File: config.mk
export PLATFORM = sky130hd
export DESIGN_NAME = tic_top
export DESIGN_NICKNAME = d
export VERILOG_FILES = /design/src/verilog/tic_pkg.sv /design/src/verilog/tic_top.sv
export SDC_FILE = /design/constraint.sdc
export NUM_CORES = 1
export LEC_CHECK = 0
export BUFFER_PORTS_ARGS = -buffer_cell sky130_fd_sc_hd__buf_2
export CELL_PAD_IN_SITES_DETAIL_PLACEMENT = 1
export CELL_PAD_IN_SITES_GLOBAL_PLACEMENT = 1
export CORE_MARGIN = 2
export CORE_UTILIZATION = 30
export CTS_BUF_LIST = sky130_fd_sc_hd__clkbuf_8
export CTS_CLUSTER_SIZE = 28
export DETAILED_ROUTE_END_ITERATION = 8
export GPL_ROUTABILITY_DRIVEN = 0
export PLACE_DENSITY = 0.63
export SETUP_SLACK_MARGIN = 0.05
export SLEW_MARGIN = 20
export SYNTH_ARGS = -nofsm -noshare
export SYNTH_HDL_FRONTEND = slang
export SYNTH_SLANG_ARGS = --single-unit
File: constraint.sdc
create_clock -name CORE_CLK_IN -period 4.6 [get_ports CORE_CLK_IN]
set_clock_uncertainty 0.1 [all_clocks]
set_input_delay 0.23 -clock CORE_CLK_IN [delete_from_list [all_inputs] [get_ports CORE_CLK_IN]]
set_output_delay 0.23 -clock CORE_CLK_IN [all_outputs]
set_load 0.05 [all_outputs]
File: src/verilog/tic_pkg.sv
// Contract
// - time base runs from crystal ticks
// - counting continues during power-down
// - timeouts from 1/128 s to 255 h
// - interval counter steps on selected overflow
// - compare match sets flag, requests interrupt
// - enabled match wakes device, vector 0053H
// - register accesses complete on crystal tick
// - software may preload the time registers
// - six software registers incl. control
// - hour wrap bit picks 23 or 255
// - control bits 5:4 select timebase
// - control bit 7 ignores writes
// - control at A1H, resets to 00H
// - sub-second counts 0..127 then carries
// - enable starts; clearing restores written time
// - interval enable runs 8-bit counter
// - single shot clears enable, else reload
`default_nettype none
package tic_pkg;
  localparam int          XTAL_HZ        = 32768;
  localparam int          SUBSEC_PER_SEC = 128;
  localparam int          TICKS_PER_SUB  = XTAL_HZ / SUBSEC_PER_SEC;
  localparam logic [7:0]  ADDR_CTRL      = 8'hA1;
  localparam logic [7:0]  ADDR_SUB       = 8'hA2;
  localparam logic [7:0]  ADDR_SEC       = 8'hA3;
  localparam logic [7:0]  ADDR_MIN       = 8'hA4;
  localparam logic [7:0]  ADDR_HOUR      = 8'hA5;
  localparam logic [7:0]  ADDR_CMP       = 8'hA6;
  localparam logic [7:0]  CTRL_RESET     = 8'h00;
  localparam int          BIT_TIME_EN    = 0;
  localparam int          BIT_IEN        = 1;
  localparam int          BIT_FLAG       = 2;
  localparam int          BIT_SSHOT      = 3;
  localparam int          BIT_TB_LO      = 4;
  localparam int          BIT_TB_HI      = 5;
  localparam int          BIT_HWRAP      = 6;
  localparam logic [6:0]  SUB_MAX        = 7'h7F;
  localparam logic [5:0]  SEC_MAX        = 6'h3B;
  localparam logic [5:0]  MIN_MAX        = 6'h3B;
  localparam logic [7:0]  HOUR_MAX_24    = 8'h17;
  localparam logic [1:0]  TB_SUBSEC      = 2'h0;
  localparam logic [1:0]  TB_SEC         = 2'h1;
  localparam logic [1:0]  TB_MIN         = 2'h2;
  localparam logic [1:0]  TB_HOUR        = 2'h3;
  localparam logic [15:0] WAKE_VECTOR    = 16'h0053;
  typedef enum logic {TIC_IDLE = 1'b0, TIC_PEND = 1'b1} tic_acc_t;
endpackage
`default_nettype wire

File: src/verilog/tic_top.sv
`default_nettype none
module tic_top #(
  parameter int PRE_TICKS = tic_pkg::TICKS_PER_SUB
) (
  input  wire logic        CORE_CLK_IN,    // core clock, 25 MHz
  input  wire logic        RESETN_IN,      // async reset, active low
  input  wire logic        XTAL_TICK_IN,   // one-cycle pulse per crystal period
  input  wire logic        POWER_DOWN_IN,  // chip is in power-down
  input  wire logic        INT_EN_IN,      // interval interrupt enabled by core
  input  wire logic [7:0]  SFR_ADDR_IN,    // special function address
  input  wire logic        SFR_WR_IN,      // write request pulse
  input  wire logic        SFR_RD_IN,      // read request pulse
  input  wire logic [7:0]  SFR_WDATA_IN,   // write data
  output logic      [7:0]  SFR_RDATA_OUT,  // read data, valid with ack
  output logic             SFR_ACK_OUT,    // access done pulse
  output logic             SFR_BUSY_OUT,   // access waiting for crystal tick
  output logic             IRQ_OUT,        // interval interrupt request
  output logic             WAKE_OUT,       // wake from power-down
  output logic      [15:0] VECTOR_OUT      // interrupt vector address
);
  // prescaler is 8 bits wide; one tick per step would break the carry chain
  if (PRE_TICKS < 2 || PRE_TICKS > 256)
  begin : g_bad_pre
    $error("PRE_TICKS out of range");
  end

  logic [7:0]       ctrl_q, ctrl_d, cmp_q, cmp_d, cnt_q, cnt_d, hour_q, hour_d, rdata_q, rdata_d;
  logic [6:0]       sub_q, sub_d, sub_w_q, sub_w_d;
  logic [5:0]       sec_q, sec_d, min_q, min_d, sec_w_q, sec_w_d, min_w_q, min_w_d;
  logic [7:0]       hour_w_q, hour_w_d, pre_q, pre_d;
  logic [7:0]       acc_addr_q, acc_addr_d, acc_data_q, acc_data_d;
  logic             acc_we_q, acc_we_d, ack_q, ack_d;
  tic_pkg::tic_acc_t st_q, st_d;
  logic             time_en, ien, run, ovf_pre, ovf_sub, ovf_sec, ovf_min, step, hit, mapped, wr_now;
  logic [7:0]       cnt_inc;

  assign time_en = ctrl_q[tic_pkg::BIT_TIME_EN];
  assign ien     = ctrl_q[tic_pkg::BIT_IEN];
  // counting never looks at POWER_DOWN_IN
  assign run     = XTAL_TICK_IN && time_en;
  assign ovf_pre = run && (pre_q == 8'(PRE_TICKS - 1));
  assign ovf_sub = ovf_pre && (sub_q == tic_pkg::SUB_MAX);
  assign ovf_sec = ovf_sub && (sec_q == tic_pkg::SEC_MAX);
  assign ovf_min = ovf_sec && (min_q == tic_pkg::MIN_MAX);
  assign cnt_inc = cnt_q + 8'h01;
  assign hit     = ien && step && (cnt_inc == cmp_q);
  assign mapped  = (SFR_ADDR_IN >= tic_pkg::ADDR_CTRL) && (SFR_ADDR_IN <= tic_pkg::ADDR_CMP);
  assign wr_now  = (st_q == tic_pkg::TIC_PEND) && XTAL_TICK_IN && acc_we_q;

  always_comb
  begin
    case (ctrl_q[tic_pkg::BIT_TB_HI:tic_pkg::BIT_TB_LO])
      tic_pkg::TB_SUBSEC: step = ovf_pre;
      tic_pkg::TB_SEC:    step = ovf_sub;
      tic_pkg::TB_MIN:    step = ovf_sec;
      tic_pkg::TB_HOUR:   step = ovf_min;
      default:            step = 1'b0;
    endcase
  end

  always_comb
  begin
    ctrl_d     = ctrl_q;
    cmp_d      = cmp_q;
    cnt_d      = cnt_q;
    pre_d      = pre_q;
    sub_d      = sub_q;
    sec_d      = sec_q;
    min_d      = min_q;
    hour_d     = hour_q;
    sub_w_d    = sub_w_q;
    sec_w_d    = sec_w_q;
    min_w_d    = min_w_q;
    hour_w_d   = hour_w_q;
    acc_addr_d = acc_addr_q;
    acc_data_d = acc_data_q;
    acc_we_d   = acc_we_q;
    rdata_d    = rdata_q;
    ack_d      = 1'b0;
    st_d       = st_q;
    // time chain
    if (run)
      pre_d = ovf_pre ? 8'h00 : pre_q + 8'h01;
    if (ovf_pre)
      sub_d = ovf_sub ? 7'h00 : sub_q + 7'h01;
    if (ovf_sub)
      sec_d = ovf_sec ? 6'h00 : sec_q + 6'h01;
    if (ovf_sec)
      min_d = ovf_min ? 6'h00 : min_q + 6'h01;
    if (ovf_min)
      hour_d = (ctrl_q[tic_pkg::BIT_HWRAP] && hour_q == tic_pkg::HOUR_MAX_24) ? 8'h00 : hour_q + 8'h01;
    // interval counter: 8 bits against 1/128 s .. hours gives the full span
    if (!ien)
      cnt_d = 8'h00;
    else if (hit)
    begin
      cnt_d                     = 8'h00;
      ctrl_d[tic_pkg::BIT_FLAG] = 1'b1;
      if (ctrl_q[tic_pkg::BIT_SSHOT])
        ctrl_d[tic_pkg::BIT_IEN] = 1'b0;
    end
    else if (step)
      cnt_d = cnt_inc;
    // accesses wait for a crystal tick so they land in step with the counters
    case (st_q)
      tic_pkg::TIC_IDLE:
      begin
        if ((SFR_WR_IN || SFR_RD_IN) && mapped)
        begin
          acc_addr_d = SFR_ADDR_IN;
          acc_data_d = SFR_WDATA_IN;
          acc_we_d   = SFR_WR_IN;
          st_d       = tic_pkg::TIC_PEND;
        end
      end
      tic_pkg::TIC_PEND:
      begin
        if (XTAL_TICK_IN)
        begin
          ack_d = 1'b1;
          st_d  = tic_pkg::TIC_IDLE;
          case (acc_addr_q)
            tic_pkg::ADDR_CTRL: rdata_d = {1'b0, ctrl_q[6:0]};
            tic_pkg::ADDR_SUB:  rdata_d = {1'b0, sub_q};
            tic_pkg::ADDR_SEC:  rdata_d = {2'b00, sec_q};
            tic_pkg::ADDR_MIN:  rdata_d = {2'b00, min_q};
            tic_pkg::ADDR_HOUR: rdata_d = hour_q;
            tic_pkg::ADDR_CMP:  rdata_d = cmp_q;
            default:            rdata_d = 8'h00;
          endcase
          if (acc_we_q)
          begin
            rdata_d = 8'h00;
            case (acc_addr_q)
              tic_pkg::ADDR_CTRL:
              begin
                ctrl_d = {1'b0, acc_data_q[6:0]};
                // software can only clear the flag; a same-tick match still sets it
                ctrl_d[tic_pkg::BIT_FLAG] = hit || (ctrl_q[tic_pkg::BIT_FLAG] && acc_data_q[tic_pkg::BIT_FLAG]);
                if (time_en && !acc_data_q[tic_pkg::BIT_TIME_EN])
                begin
                  pre_d  = 8'h00;
                  sub_d  = sub_w_q;
                  sec_d  = sec_w_q;
                  min_d  = min_w_q;
                  hour_d = hour_w_q;
                end
              end
              tic_pkg::ADDR_SUB:
              begin
                sub_d   = acc_data_q[6:0];
                sub_w_d = acc_data_q[6:0];
              end
              tic_pkg::ADDR_SEC:
              begin
                sec_d   = acc_data_q[5:0];
                sec_w_d = acc_data_q[5:0];
              end
              tic_pkg::ADDR_MIN:
              begin
                min_d   = acc_data_q[5:0];
                min_w_d = acc_data_q[5:0];
              end
              tic_pkg::ADDR_HOUR:
              begin
                hour_d   = acc_data_q;
                hour_w_d = acc_data_q;
              end
              tic_pkg::ADDR_CMP: cmp_d = acc_data_q;
              default:           cmp_d = cmp_q;
            endcase
          end
        end
      end
      default: st_d = tic_pkg::TIC_IDLE;
    endcase
  end

  always_ff @(posedge CORE_CLK_IN or negedge RESETN_IN)
  begin
    if (!RESETN_IN)
    begin
      ctrl_q     <= tic_pkg::CTRL_RESET;
      cmp_q      <= 8'h00;
      cnt_q      <= 8'h00;
      pre_q      <= 8'h00;
      sub_q      <= 7'h00;
      sec_q      <= 6'h00;
      min_q      <= 6'h00;
      hour_q     <= 8'h00;
      sub_w_q    <= 7'h00;
      sec_w_q    <= 6'h00;
      min_w_q    <= 6'h00;
      hour_w_q   <= 8'h00;
      acc_addr_q <= 8'h00;
      acc_data_q <= 8'h00;
      acc_we_q   <= 1'b0;
      rdata_q    <= 8'h00;
      ack_q      <= 1'b0;
      st_q       <= tic_pkg::TIC_IDLE;
    end
    else
    begin
      ctrl_q     <= ctrl_d;
      cmp_q      <= cmp_d;
      cnt_q      <= cnt_d;
      pre_q      <= pre_d;
      sub_q      <= sub_d;
      sec_q      <= sec_d;
      min_q      <= min_d;
      hour_q     <= hour_d;
      sub_w_q    <= sub_w_d;
      sec_w_q    <= sec_w_d;
      min_w_q    <= min_w_d;
      hour_w_q   <= hour_w_d;
      acc_addr_q <= acc_addr_d;
      acc_data_q <= acc_data_d;
      acc_we_q   <= acc_we_d;
      rdata_q    <= rdata_d;
      ack_q      <= ack_d;
      st_q       <= st_d;
    end
  end

  assign SFR_RDATA_OUT = rdata_q;
  assign SFR_ACK_OUT   = ack_q;
  assign SFR_BUSY_OUT  = (st_q == tic_pkg::TIC_PEND);
  assign IRQ_OUT       = ctrl_q[tic_pkg::BIT_FLAG] && INT_EN_IN;
  assign WAKE_OUT      = IRQ_OUT && POWER_DOWN_IN;
  assign VECTOR_OUT    = tic_pkg::WAKE_VECTOR;

  sub_wrap_a: assert property (@(posedge CORE_CLK_IN) disable iff (!RESETN_IN)
    ovf_sub && !wr_now |=> sub_q == 7'h00 && sec_q != $past(sec_q))
    else $error("sub-second did not wrap with carry");
  hour_24_a: assert property (@(posedge CORE_CLK_IN) disable iff (!RESETN_IN)
    ovf_min && !wr_now && ctrl_q[6] && hour_q == 8'h17 |=> hour_q == 8'h00)
    else $error("hour did not wrap at 23");
  hour_255_a: assert property (@(posedge CORE_CLK_IN) disable iff (!RESETN_IN)
    ovf_min && !wr_now && !ctrl_q[6] && hour_q == 8'h17 |=> hour_q == 8'h18)
    else $error("hour wrapped in 0..255 mode");
  match_flag_a: assert property (@(posedge CORE_CLK_IN) disable iff (!RESETN_IN)
    ien && step && cnt_q + 8'h01 == cmp_q |=> ctrl_q[2] && cnt_q == 8'h00)
    else $error("match did not set flag");
  single_shot_a: assert property (@(posedge CORE_CLK_IN) disable iff (!RESETN_IN)
    hit && ctrl_q[3] && !wr_now |=> !ctrl_q[1])
    else $error("single shot left counter enabled");
  wake_flag_a: assert property (@(posedge CORE_CLK_IN) disable iff (!RESETN_IN)
    hit && POWER_DOWN_IN && INT_EN_IN ##1 POWER_DOWN_IN && INT_EN_IN |-> WAKE_OUT)
    else $error("match did not wake device");
  stopped_hold_a: assert property (@(posedge CORE_CLK_IN) disable iff (!RESETN_IN)
    !time_en && !wr_now |=> $stable(sub_q) && $stable(hour_q))
    else $error("time moved while stopped");
  restore_a: assert property (@(posedge CORE_CLK_IN) disable iff (!RESETN_IN)
    wr_now && acc_addr_q == 8'hA1 && time_en && !acc_data_q[0] |=> sub_q == sub_w_q && min_q == min_w_q)
    else $error("stop did not restore written time");
  access_tick_a: assert property (@(posedge CORE_CLK_IN) disable iff (!RESETN_IN)
    SFR_BUSY_OUT && !XTAL_TICK_IN |=> !SFR_ACK_OUT && SFR_BUSY_OUT)
    else $error("access finished without crystal tick");
  bit7_zero_a: assert property (@(posedge CORE_CLK_IN) disable iff (!RESETN_IN)
    wr_now && acc_addr_q == 8'hA1 |=> !ctrl_q[7])
    else $error("control bit 7 stored");
  ien_off_a: assert property (@(posedge CORE_CLK_IN) disable iff (!RESETN_IN)
    !ien |=> cnt_q == 8'h00)
    else $error("counter ran while disabled");
endmodule
`default_nettype wire

==> metrics <==
TritonCTS clock tree yes; pin count of the biggest net entering global routing 76; nets 705; fin util 0.339; status complete, no violations; Required @ worst endpoint 4.80 ns; vias in the first global route 5341; number of vias per cell 5.39; GR Layer Usage met3 0.0267; Final setup viols 0; maxcap violations 0; Final ANT Viol Nets 0; clock sinks 112; Leakage 3.13 nW; DRC viols 0; Remaining Overflow, GRT 0; TritonCTS Buffers 9; most common cell in the netlist dfrtp_1; Slew headroom 0.335; Min-Delay Path Class in -> reg; Post-CTS Resized 0; area share of the largest cell type after synthesis 0.448; met2 usage in global routing 0.292; Synth Flop Type dfrtp_1; port bufs 34; CP Launch Type flip-flop; crit-path cells nor2b_1, nand4_1, nor3_1, buf_4, nand2_1, nand2_1, o21ai_0; Die Height 148 µm; flops & latches, synth 112; routed vias 5122; EDFF count, synth 0; Syn-to-layout area delta 10.5%; Critical path buffers and inverters 1; initial antenna violation count 0; final worst-path cycle share 0.662; CTS max path bufs 2; Mapped Cells 653; Max Slew Vio Count 0; Final Hold Violating Endpoints 0; HPWL after DPL 13300 µm; Async S/R FF share, synth 1.00; total core area 20400 µm²; dominant cell type by area after synthesis dfrtp_1; Non-Filler Instances 951; Post-CTS Setup Bufs 0; Initial DRC Count 288; TritonRoute pass-1 iters 4; Post-synth top cells dfrtp_1, nand2_1, mux2_2; Routed WL per cell 19.7 µm; Total Die Area 22000 µm²; Mapped Area 6250 µm²; num ports 51; H-tree levels 3; Placed Cells 922; Peak VDD IR 0.000170 V; CTS Hold Bufs 13; delay-heaviest family, CP simple AND/OR/NAND/NOR gates; clock-pin transition on the worst setup and hold timing paths 0.12 ns; Post-Route WL 18800 µm; ranking of synthesized cells by area dfrtp_1, mux2_2, nand2_1, o21ai_0, xnor2_1; share of layout cells above drive strength 1 0.162; syn_area_per_cell 9.57 µm²; grt peak-use layer met2; clk_lat worst skew 0.41 ns; crit end category flip-flop; slowest CP cell dfrtp_1; CP Class reg -> reg; M1 GR Usage 0.237; worst-path fanout max 25; synth warn 0; Die X-Extent 148 µm; post-layout min period 3.05 ns; Synth cell types 65; most used cell, CP nand2_1; f_max 0.328 GHz; Power Total 1.96 mW; Tot GR Track Use 0.176; Cell Rows 52; worst slew pin tran 0.991 ns; Initial Util 0.307; root buffer cell clkbuf_8; post-synthesis sequential area ratio 0.448; P per Cell Area 284 nW/µm²; CP max stage delay 0.94 ns; Critical Path AT 3.25 ns; unrepaired setup endpoints after global routing false; setup tns final 0 ns; final antenna diode count 0; first-pass GRT wire length 30000 µm
## cell type report
type | count | area [µm²]
clock inverters | 6 | 58.8
repair buffers | 53 | 352
fillers | 2348 | 13500
clock buffers | 10 | 138
multi-input cells | 496 | 3200
flip-flops and latches | 112 | 2800
well taps | 270 | 338
inverters | 4 | 15.0
## through the flow
step / hold slack, ns / cell area, µm² / worst slack (ns)
final: 0.102 / 6910 / 1.55
after global routing: 0.117 / 6910 / 1.33
after CTS: 0.0812 / 6890 / 1.37
after detailed placement: 0.352 / 6570 / 1.41
after global placement: 0.350 / 6570 / 1.53
after floorplan: -0.166 / 6300 / 2.38
## registers in the layout, indices dropped and copies added (netlist names), 7 cells and up
signal         count
hour_q             8
pre_q              8
cmp_q              8
ctrl_q             7
sub_q              7
hour_w_q           8
sub_w_q            7
acc_addr_q         8
cnt_q              8
acc_data_q         8
SFR_RDATA_OUT      8
## metal layers
layer | wire length, µm | up-vias
met5 | 0 | -
met4 | 431 | 0
met3 | 681 | 25
met2 | 9090 | 118
met1 | 8550 | 2628
li1 | - | 2351
## kinds of logic (layout without fill, tap and decap cells)
kind of cell | Yosys count | in the layout | share of synthesized area
adders and majority gates | 6 | 6 | 0.0120
AOI/OAI and AO/OA | 131 | 131 | 0.138
and+or+nand+nor | 252 | 252 | 0.200
buffers and inverters | 59 | 73 | 0.0502
other | 2 | 16 | 0.00120
xor gates and xnor gates | 33 | 33 | 0.0462
muxes | 58 | 58 | 0.104
DFF | 112 | 112 | 0.448
## path summary, 6_finish.rpt
path | from | to | slack, ns | cells after the start
worst max-delay path | acc_addr_q[0] | pre_q[1] | 1.55 | 7
worst min-delay path | XTAL_TICK_IN | SFR_BUSY_OUT | 0.10 | 2
worst max register to register | acc_addr_q[0] | pre_q[1] | 1.55 | 7
worst min register to register | acc_addr_q[7] | acc_addr_q[7] | 0.38 | 1
max in group asynchronous | RESETN_IN | min_w_q[0] | 3.11 | 3
min in group asynchronous | RESETN_IN | pre_q[6] | 0.31 | 2
## power by group
part	switching (mW)	internal [mW]
logic	0.135	0.0799
registers	0.121	1.01
clock network	0.386	0.226
## placed cells by master (no fill, tap or decap), drive strengths merged, types with 4 or more instances in the layout
| master | Yosys | layout |
|---|---|---|
| conb | 2 | 16 |
| a22o | 6 | 6 |
| o211ai | 9 | 9 |
| o21ai | 36 | 36 |
| nor4 | 5 | 5 |
| o22ai | 5 | 5 |
| inv | 4 | 8 |
| xnor2 | 18 | 18 |
| nand3b | 4 | 4 |
| dlygate4sd3 | 0 | 13 |
| a221oi | 5 | 5 |
| nand2 | 90 | 90 |
| and3 | 5 | 5 |
| a21o | 4 | 4 |
| mux2 | 43 | 43 |
| a21oi | 27 | 27 |
| clkbuf | 24 | 10 |
| or3 | 8 | 8 |
| buf | 31 | 40 |
| nor3 | 17 | 17 |
| nand3 | 26 | 26 |
| mux2i | 14 | 14 |
| a22oi | 12 | 12 |
| ha | 6 | 6 |
| dfrtp | 112 | 112 |
| nand2b | 7 | 7 |
| nor2b | 8 | 8 |
| xor2 | 15 | 15 |
| nor2 | 41 | 41 |
| and2 | 12 | 12 |
| nand4 | 15 | 15 |
Note: power is estimated with default switching activity, not from simulation.
